File: src/include/cfg_bank_map.svh
`ifndef CFG_BANK_MAP_SVH
`define CFG_BANK_MAP_SVH

`define REG_TRANSDUCER_KIND  8'h92
`define REG_PERMISSIVE_POL   8'h93
`define REG_SWITCH_ONE_POL   8'h94
`define REG_SWITCH_TWO_POL   8'h95
`define REG_CLOSURE_POL      8'h96
`define REG_SPARE_A_FIRST    8'h97
`define REG_SPARE_A_LAST     8'h9a
`define REG_ACCESS_CODE      8'h9b
`define REG_ACCESS_CODE_EN   8'h9c
`define REG_SPARE_B_FIRST    8'h9d
`define REG_SPARE_B_LAST     8'h9f
`define REG_SCREEN_DELAY     8'ha0

`define RST_TRANSDUCER_KIND  16'h0000
`define RST_PERMISSIVE_POL   16'h0001
`define RST_SWITCH_ONE_POL   16'h0000
`define RST_SWITCH_TWO_POL   16'h0000
`define RST_CLOSURE_POL      16'h0001
`define RST_ACCESS_CODE      16'h0000
`define RST_ACCESS_CODE_EN   16'h0000
`define RST_SCREEN_DELAY     16'h0708

`define TRANSDUCER_KIND_MAX  16'h0004
`define ACCESS_CODE_MAX      16'h270f
`define SCREEN_DELAY_MIN     16'h001e
`define SCREEN_DELAY_MAX     16'h0708

`define CLK_HZ               25000000
`define SPARE_READ_VALUE     16'h0000

`endif

File: src/include/cfg_bank_pkg.sv
package cfg_bank_pkg;
	typedef struct packed {
		logic [15:0] transducer_kind_select;
		logic [15:0] permissive_input_polarity;
		logic [15:0] switch_one_polarity;
		logic [15:0] switch_two_polarity;
		logic [15:0] closure_proof_polarity;
		logic [15:0] menu_access_code;
		logic [15:0] menu_access_code_enable;
		logic [15:0] screen_off_delay;
		logic [15:0] rd_data;
	} bank_state_type;

	typedef struct packed {
		logic [24:0] tick_count;
		logic        tick;
	} tick_state_type;

	typedef enum logic {
		screen_dark,
		screen_lit
	} screen_mode_type;

	typedef struct packed {
		screen_mode_type mode;
		logic [15:0]     seconds_left;
	} screen_state_type;
endpackage

File: src/hw/second_tick.sv
`timescale 1ns/1ps
`include "cfg_bank_map.svh"

module second_tick #(
	parameter int unsigned CYCLES_PER_SECOND = `CLK_HZ
) (
	input  wire logic clk,
	input  wire logic rst,
	input  wire logic restart,
	output logic      tick
);
	localparam logic [24:0] LAST = 25'(CYCLES_PER_SECOND - 1);

	cfg_bank_pkg::tick_state_type s_q;
	cfg_bank_pkg::tick_state_type s_d;

	always_comb begin
		s_d = s_q;
		s_d.tick = 1'b0;
		if (restart) begin
			s_d.tick_count = '0;
		end else if (s_q.tick_count == LAST) begin
			s_d.tick_count = '0;
			s_d.tick = 1'b1;
		end else begin
			s_d.tick_count = s_q.tick_count + 25'h0000001;
		end
	end

	always_ff @(posedge clk) begin
		if (rst) begin
			s_q <= '0;
		end else begin
			s_q <= s_d;
		end
	end

	assign tick = s_q.tick;
endmodule

File: src/hw/config_register_bank.sv
`timescale 1ns/1ps
`include "cfg_bank_map.svh"

// What this block does
// Transducer kind: 0 fixed model, 1 mV/V, 2 ratio, 3 1-5V, 4 4-20mA.
// Transducer kind is a 16-bit read/write value, zero after reset.
// Permissive and closure-proof polarity: 1 closed, 0 open; reset to 1.
// Switch one polarity: 1 normally closed, 0 open; resets to 0.
// Switch two polarity: 1 normally closed, 0 open; resets to 0.
// Menu passcode holds 0000 to 9999, reset 0000, gates menus.
// Passcode enable 1 requires the passcode for menus; 0 does not; reset 0.
// Display timeout holds 30 to 1800 seconds, reset 1800.
// Display stays lit for timeout seconds after last menu interaction.
// Unused register numbers are read-only; writes to them are ignored.
module config_register_bank #(
	parameter int unsigned CYCLES_PER_SECOND = `CLK_HZ
) (
	input  wire logic        clk,
	input  wire logic        rst,
	input  wire logic        reg_wr,
	input  wire logic        reg_rd,
	input  wire logic [7:0]  reg_addr,
	input  wire logic [15:0] reg_wdata,
	output logic      [15:0] reg_rdata,
	output logic             reg_wr_reject,
	input  wire logic        menu_activity,
	input  wire logic        switch_input_one,
	input  wire logic        switch_input_two,
	input  wire logic        permissive_input,
	input  wire logic        closure_proof_input,
	output logic             switch_one_active,
	output logic             switch_two_active,
	output logic             permissive_active,
	output logic             closure_proof_active,
	output logic      [2:0]  transducer_kind_select,
	output logic      [15:0] menu_access_code,
	output logic             menu_code_required,
	output logic             display_on
);
	cfg_bank_pkg::bank_state_type   b_q;
	cfg_bank_pkg::bank_state_type   b_d;
	cfg_bank_pkg::screen_state_type d_q;
	cfg_bank_pkg::screen_state_type d_d;
	logic                           sec_tick;
	logic                           value_ok;
	logic                           writable;

	second_tick #(
		.CYCLES_PER_SECOND(CYCLES_PER_SECOND)
	) u_tick (
		.clk    (clk),
		.rst    (rst),
		.restart(menu_activity),
		.tick   (sec_tick)
	);

	// Out-of-range writes are dropped whole rather than clipped, so
	// software sees at once that the old value still stands.
	always_comb begin
		writable = 1'b1;
		value_ok = 1'b1;
		unique case (reg_addr)
			`REG_TRANSDUCER_KIND:
				value_ok = reg_wdata <= `TRANSDUCER_KIND_MAX;
			`REG_PERMISSIVE_POL, `REG_CLOSURE_POL,
			`REG_SWITCH_ONE_POL, `REG_SWITCH_TWO_POL,
			`REG_ACCESS_CODE_EN:
				value_ok = reg_wdata[15:1] == 15'h0000;
			`REG_ACCESS_CODE:
				value_ok = reg_wdata <= `ACCESS_CODE_MAX;
			`REG_SCREEN_DELAY:
				value_ok = reg_wdata >= `SCREEN_DELAY_MIN &&
					reg_wdata <= `SCREEN_DELAY_MAX;
			default:
				writable = 1'b0;
		endcase
	end

	always_comb begin
		b_d = b_q;
		if (reg_wr && writable && value_ok) begin
			unique case (reg_addr)
				`REG_TRANSDUCER_KIND: begin
					b_d.transducer_kind_select = reg_wdata;
				end
				`REG_PERMISSIVE_POL: begin
					b_d.permissive_input_polarity = reg_wdata;
				end
				`REG_SWITCH_ONE_POL: begin
					b_d.switch_one_polarity = reg_wdata;
				end
				`REG_SWITCH_TWO_POL: begin
					b_d.switch_two_polarity = reg_wdata;
				end
				`REG_CLOSURE_POL: begin
					b_d.closure_proof_polarity = reg_wdata;
				end
				`REG_ACCESS_CODE: begin
					b_d.menu_access_code = reg_wdata;
				end
				`REG_ACCESS_CODE_EN: begin
					b_d.menu_access_code_enable = reg_wdata;
				end
				`REG_SCREEN_DELAY: begin
					b_d.screen_off_delay = reg_wdata;
				end
				default: begin
				end
			endcase
		end
		if (reg_rd) begin
			unique case (reg_addr)
				`REG_TRANSDUCER_KIND:
					b_d.rd_data = b_q.transducer_kind_select;
				`REG_PERMISSIVE_POL:
					b_d.rd_data = b_q.permissive_input_polarity;
				`REG_SWITCH_ONE_POL:
					b_d.rd_data = b_q.switch_one_polarity;
				`REG_SWITCH_TWO_POL:
					b_d.rd_data = b_q.switch_two_polarity;
				`REG_CLOSURE_POL:
					b_d.rd_data = b_q.closure_proof_polarity;
				`REG_ACCESS_CODE:
					b_d.rd_data = b_q.menu_access_code;
				`REG_ACCESS_CODE_EN:
					b_d.rd_data = b_q.menu_access_code_enable;
				`REG_SCREEN_DELAY:
					b_d.rd_data = b_q.screen_off_delay;
				default:
					b_d.rd_data = `SPARE_READ_VALUE;
			endcase
		end
	end

	// Timer restarts from the full programmed value on every menu touch;
	// a new timeout takes effect at the next interaction, not mid-count.
	always_comb begin
		d_d = d_q;
		if (menu_activity) begin
			d_d.mode = cfg_bank_pkg::screen_lit;
			d_d.seconds_left = b_q.screen_off_delay;
		end else begin
			unique case (d_q.mode)
				cfg_bank_pkg::screen_lit: begin
					if (sec_tick) begin
						d_d.seconds_left = d_q.seconds_left - 16'h0001;
						if (d_q.seconds_left == 16'h0001) begin
							d_d.mode = cfg_bank_pkg::screen_dark;
						end
					end
				end
				cfg_bank_pkg::screen_dark: begin
				end
			endcase
		end
	end

	always_ff @(posedge clk) begin
		if (rst) begin
			b_q.transducer_kind_select    <= `RST_TRANSDUCER_KIND;
			b_q.permissive_input_polarity <= `RST_PERMISSIVE_POL;
			b_q.switch_one_polarity       <= `RST_SWITCH_ONE_POL;
			b_q.switch_two_polarity       <= `RST_SWITCH_TWO_POL;
			b_q.closure_proof_polarity    <= `RST_CLOSURE_POL;
			b_q.menu_access_code          <= `RST_ACCESS_CODE;
			b_q.menu_access_code_enable   <= `RST_ACCESS_CODE_EN;
			b_q.screen_off_delay          <= `RST_SCREEN_DELAY;
			b_q.rd_data                   <= 16'h0000;
			d_q.mode                      <= cfg_bank_pkg::screen_lit;
			d_q.seconds_left              <= `RST_SCREEN_DELAY;
		end else begin
			b_q <= b_d;
			d_q <= d_d;
		end
	end

	assign reg_rdata              = b_q.rd_data;
	assign reg_wr_reject          = reg_wr && !(writable && value_ok);
	// Polarity 1 means the contact is closed at rest, so open means active
	assign switch_one_active      = switch_input_one ^
		b_q.switch_one_polarity[0];
	assign switch_two_active      = switch_input_two ^
		b_q.switch_two_polarity[0];
	assign permissive_active      = permissive_input ^
		b_q.permissive_input_polarity[0];
	assign closure_proof_active   = closure_proof_input ^
		b_q.closure_proof_polarity[0];
	assign transducer_kind_select = b_q.transducer_kind_select[2:0];
	assign menu_access_code       = b_q.menu_access_code;
	assign menu_code_required     = b_q.menu_access_code_enable[0];
	assign display_on             = d_q.mode == cfg_bank_pkg::screen_lit;
endmodule

File: config.mk
export PLATFORM = sky130hd
export DESIGN_NAME = config_register_bank
export DESIGN_NICKNAME = d
export VERILOG_FILES = /design/src/include/cfg_bank_pkg.sv /design/src/hw/second_tick.sv /design/src/hw/config_register_bank.sv
export VERILOG_INCLUDE_DIRS = /design/src /design/src/include
export SDC_FILE = /design/constraint.sdc
export NUM_CORES = 1
export LEC_CHECK = 0
export ABC_AREA = 0
export BUFFER_PORTS_ARGS = -buffer_cell sky130_fd_sc_hd__buf_2
export CAP_MARGIN = 0
export CORE_ASPECT_RATIO = 1.75
export CORE_MARGIN = 3
export CORE_UTILIZATION = 60
export CTS_CLUSTER_SIZE = 25
export DETAILED_ROUTE_END_ITERATION = 10
export HOLD_SLACK_MARGIN = 0.06
export PLACE_DENSITY = 0.88
export SLEW_MARGIN = 20
export SYNTH_ARGS = -nofsm -noshare
export SYNTH_HDL_FRONTEND = slang
export SYNTH_SLANG_ARGS = --single-unit
File: constraint.sdc
create_clock -name clk -period 4.5 [get_ports clk]
set_input_delay 0.45 -clock clk [delete_from_list [all_inputs] [get_ports clk]]
set_output_delay 0.45 -clock clk [all_outputs]
set_load 0.005 [all_outputs]
After elaboration in Yosys (flattened, before gate mapping)
Index checks and enable logic that the tools add are counted.
{ "word_totals": {"ff_bits": 187, "input_bits": 33, "out_inout_bits": 42} }
{ "op_classes": {"add_sub_neg": 2, "n_lt_le_gt_ge": 4, "eq_ne": 10, "n_mux": 8, "bitwise_logic": 4, "n_reduce_logical": 22} }
{ "op_table": {"columns": ["op", "count"], "rows": [
  ["$pmux 16 s8", 1],
  ["$eq 8x8->1 const B", 8],
  ["$mux 17", 2],
  ["$add 25x1->25 const B", 1],
  ["$eq 25x25->1 const B", 1],
  ["$reduce_and 2->1", 9],
  ["$eq 16x1->1 const B", 1],
  ["$ge 16x5->1 const B", 1],
  ["$le 16x11->1 const B", 1],
  ["$le 16x14->1 const B", 1],
  ["$le 16x3->1 const B", 1],
  ["$mux 16", 1],
  ["$sub 16x1->16 const B", 1],
  ["$logic_not 15->1", 1],
  ["$reduce_or 8->1", 1],
  ["$logic_and 1x1->1", 5],
  ["$reduce_or 5->1", 1],
  ["$pmux 1 s4", 1],
  ["$reduce_bool 2->1", 2],
  ["$xor 1x1->1", 4],
  ["$mux 1", 3],
  ["$reduce_or 3->1", 1],
  ["$reduce_or 2->1", 1],
  ["$logic_not 1->1", 1]
]} }

Logic depth before layout (Yosys ltp)
{ "logic_depth": {"ltp_word": 6, "depth_mapped": 9, "ltp_nobuf": 8} }

Cells and area by module
Synthesis repeated with hierarchy kept, for this count alone.
{ "unflattened": {"cells_unflattened": 913, "area_unflattened_um2": 8284.2} }
{ "by_module_without_submodules": {"columns": ["module", "n_inst", "cells_each", "area_each_um2"], "rows": [
  ["config_register_bank", 1, 775, 7091.8],
  ["second_tick", 1, 138, 1192.4]
]} }

Worst setup path before layout
Ideal clock, no wire load.
{ "synth_path": {"kind": "input-to-reg", "start": "input reg_wdata[11]", "end": "register b_q[86] in the netlist's numbering", "setup_time_ns": 0.131, "arrival_ns": 2.333, "path_slack_ns": 2.036, "stages": 8, "n_path_buf": 2, "path_cell_list": "or2_1 > or4_1 > or4_4 > o211ai_4 > and3_1 > buf_4 > buf_6 > nor3b_1"} }
{ "synth_via": {"elab_chain_len": 5, "elab_cells_between_ends": 9} }
{ "synth_rtl": {"columns": ["item", "line_no", "text"], "rows": [
  ["from (decl)", "config_register_bank.sv:23", "input wire logic [15:0] reg_wdata,"],
  ["$ge 16x5->1 (no source line) or $le 16x11->1 (tied branches)", null, null],
  ["$logic_and 1x1->1 (no source line)", null, null],
  ["$pmux 1 s4 (*)", "config_register_bank.sv:62", "unique case (reg_addr)"],
  ["$logic_and 1x1->1 (*)", "config_register_bank.sv:81", "if (reg_wr && writable && value_ok) begin"],
  ["$reduce_and 2->1 (no source line) (*)", null, null],
  ["to (decl)", "config_register_bank.sv:40", "cfg_bank_pkg::bank_state_type b_q;"]
]} }
Every way passes the cells marked *; elsewhere a longest branch is shown, timed or not.
A chain may end at the register's enable or synchronous reset.

Final worst setup path
{ "layout_path": {"start": "input reg_addr[0]", "end": "output reg_wr_reject"} }
{ "layout_via": {"elab_chain_len": 6, "elab_cells_between_ends": 15} }
{ "layout_rtl": {"columns": ["item", "line_no", "text"], "rows": [
  ["from (decl)", "config_register_bank.sv:22", "input wire logic [7:0] reg_addr,"],
  ["$eq 8x8->1", "config_register_bank.sv:62", null],
  ["$reduce_or 5->1 or $reduce_or 8->1 (tied branches)", null, null],
  ["$pmux 1 s4 or $mux 1 (tied branches)", "config_register_bank.sv:62", null],
  ["$logic_and 1x1->1 (*)", "config_register_bank.sv:178", "assign reg_wr_reject = reg_wr && !(writable && value_ok);"],
  ["$logic_not 1->1 (*)", "config_register_bank.sv:178", null],
  ["$logic_and 1x1->1 (*)", "config_register_bank.sv:178", null],
  ["to (decl)", "config_register_bank.sv:25", "output logic reg_wr_reject,"]
]} }
Marked as above.

==> flow_summary_export.csv <==
group,metric,value,unit
worst_setup_path,cp_slowest_cell,"buf_2",
layout,antennaDiodeCount,0,
clocking,cts-root-buf,"clkbuf_16",
worst_hold_path,worstHoldStart,"reg_wdata[9]",
routing,drc,0,
clocking,numCtsBuffers,17,
worst_setup_path,crit_path_frequent_cell,"buf_2",
layout,utilization,67.5,%
timing,skew,0.00755,ns
grt,track_usage,29.1,%
logic_synthesis,synth_ff_type,"dfxtp_1",
routing,dr.first_iter.drc_count,528,
logic_synthesis,syn-instance-count,872,
floorplanning,core-area,13100,um2
grt,grt_max_degree,42,
grt,grt-ovfl-total,0,
pwr,ir_drop,0.000287,V
worst_setup_path,path_class,"primary input to primary output",
logic_synthesis,ys_warn_count,0,
timing,setup_viol,0,
pwr,power_density,369,nW/um2
worst_setup_path,required,4.05,ns
worst_setup_path,cp-startpoint,"reg_addr[0]",
pwr,swShare,24.0,%
clocking,cts_tree,"done",
clocking,clock_path_buffers,2,
run_status,status,"completed",
logic_synthesis,synth_area,8100,um2
logic_synthesis,synth_fp_nets,908,
clocking,hold_buffers,0,
layout,multi_input_area,3820,um2
worst_setup_path,worst-endpoint-arrival,2.82,ns
floorplanning,die_h,160,um
timing,period_share,72.7,%
place,placed_area,8240,um2
place,gp_congestion,1.02,
pwr,pwr-share-clk,45.3,%
timing,setup_tns,0,ns
place,place_ws,1.03,ns
layout,final_common_cell,"dfxtp_1",
floorplanning,start_util,61.9,%
layout,area_growth,8.93,%
routing,num_vias,6564,
clocking,h-tree-depth,4,
floorplanning,dieArea,15000,um2
logic_synthesis,ys_async_sr_fraction,0,%
routing,drt_wl_total,21.1,mm
grt,grt_pass1_vias,6485,
pwr,p_sw,0.782,mW
layout,layout-drive-gt1-share,15.4,%
logic_synthesis,synth_edf_count,0,
floorplanning,ioPinCount,75,
routing,first_pass_iters,5,
pwr,p_leak,3.33,nW
worst_setup_path,critical-path-top-delay-family,"simple AND/OR/NAND/NOR gates",
clocking,cts_resized,0,
place,io_buffers,74,
timing,hold_viol,0,
layout,finalNonFillerCells,1069,
worst_setup_path,crit_fanout,29,
routing,viasPerCell,6.14,
grt,antenna_found_initial,0,
clocking,cts_num_sinks,187,
worst_setup_path,crit_path_end_kind,"primary output",
worst_setup_path,cp.buffers_inverters,2,
clocking,clkTransAtPathRegs,0.07,ns
pwr,total_power,3.25,mW
routing,wire_per_inst,19.7,um
logic_synthesis,avgSynthCellArea,9.28,um2
timing,worst_slew_pin_slew,0.963,ns
worst_setup_path,reg2reg_from,"d_q[2]",
worst_setup_path,cp_slowest_stage_delay,0.57,ns
timing,min_period,3.27,ns
worst_setup_path,critical_path.cell_chain,"buf_2 > and3b_1 > and3_1 > or3b_2 > o211ai_4 > nor2_1 > buf_2",
worst_hold_path,hold_class,"primary input to flip-flop",
timing,finalMaxSlewViolations,0,
place,dp_hpwl,15.0,mm
layout,seq_area,3740,um2
pwr,p_int,2.47,mW
worst_setup_path,worstSetupStartpointType,"primary input",
pwr,combPwrFrac,3.8,%
logic_synthesis,synth_seq_area_share,46.2,%
timing,timing.final.ws_setup,1.23,ns
place,placed_cells,1037,
layout,final_area,8820,um2
clocking,clk_latency,0.43,ns
logic_synthesis,ys_ff_latch,187,
pwr,p_seq_share,50.9,%
timing,hold_ws,0.313,ns
clocking,cts_setup_buffers,0,
routing,ant_nets,0,
timing,rsz0062_at_grt,"no",
layout,fillers,1026,
flow_run,cap_violations,0,
logic_synthesis,synth.distinct_cells,59,
layout,layout_common_cells,"dfxtp_1, and2_1, nand2_1, buf_2, nor2_1",
grt,grt_pass1_wl,33.9,mm
layout,final_nets,921,
timing,max_slew_margin,35.2,%
floorplanning,die_w,93.8,um
floorplanning,row_count,55,
timing,fmaxAchievable,306,MHz
==> worst reg2reg max path: stages, from the launching register on <==
cell and delay, ns:
dfxtp_1 0.35, or4_1 0.64, nor4_1 0.83, nand3b_1 0.20
xor2_1 0.18, o21ai_0 0.08, and2_1 0.17
==> cell type report <==
cell class	count	area share, %
Clock buffer	17	4.82
Clock inverter	15	1.72
Inverter	7	0.298
Multi-Input combinational cell	589	43.3
Sequential cell	187	42.4
Tap cell	171	2.43
Timing Repair Buffer	83	4.97
==> routing by layer <==
| layer | vias up | wire length, um | global-route usage (%) |
|---|---|---|---|
| li1 | 3059 | - | - |
| met1 | 3124 | 7360 | 30.9 |
| met2 | 281 | 10600 | 48.5 |
| met3 | 100 | 1200 | 6.08 |
| met4 | 0 | 1880 | 23.3 |
| met5 | - | 0 | 0 |
==> synth_stat cells (6+ instances only) <==
library cell	instances	area, um2
buf_4	36	270
nor3_1	8	40.0
dfxtp_1	187	3740
buf_2	13	65.1
nor2_1	68	255
inv_1	7	26.3
nor4_1	6	37.5
nand4_1	30	188
a2bb2oi_1	6	52.6
clkbuf_1	36	135
nand2_1	75	282
mux2i_1	26	260
xnor2_1	14	123
o21ai_0	33	165
a22o_1	16	140
xor2_1	27	236
and2_1	78	488
nor3b_1	20	150
a21oi_1	49	245
nand3_1	18	90.1
and3_1	13	81.3
a22oi_1	17	128
==> power by group through the flow <==
| stage | combinational [mW] | clock, mW | sequential, mW |
|---|---|---|---|
| after floorplan | 0.0722 | 0 | 1.69 |
| after global placement | 0.118 | 0 | 1.69 |
| after detailed placement | 0.120 | 0 | 1.69 |
| after CTS | 0.120 | 1.48 | 1.65 |
| after global routing | 0.131 | 1.56 | 1.65 |
| final | 0.123 | 1.47 | 1.65 |
==> worst paths after layout <==
kind / depth (start not counted) / slack [ns] / to
worst max-delay path: 7 / 1.23 / reg_wr_reject
worst min-delay path: 3 / 0.31 / b_q[25]
worst max register to register: 6 / 1.96 / d_q[15]
worst min register to register: 1 / 0.44 / u_tick.s_q[1]
==> cells by family after synthesis <==
kind of cell / count (synthesis) / share of synthesized area (%)
AO/OA/AOI/OAI: 164 / 14.8
flip-flops: 187 / 46.2
AND/OR/NAND/NOR: 349 / 23.3
multiplexers: 31 / 3.91
buffers and inverters: 96 / 6.69
adder cells (fa/ha/maj): 4 / 0.587
XOR/XNOR: 41 / 4.44
==> registers in the layout (all words and copies together) (netlist names), 3 cells and up <==
signal,cells
b_q,108
u_tick.s_q,25
d_q,16
menu_access_code,16
reg_rdata,16
transducer_kind_select,3
No activity file was read; power rests on OpenSTA's default activity.
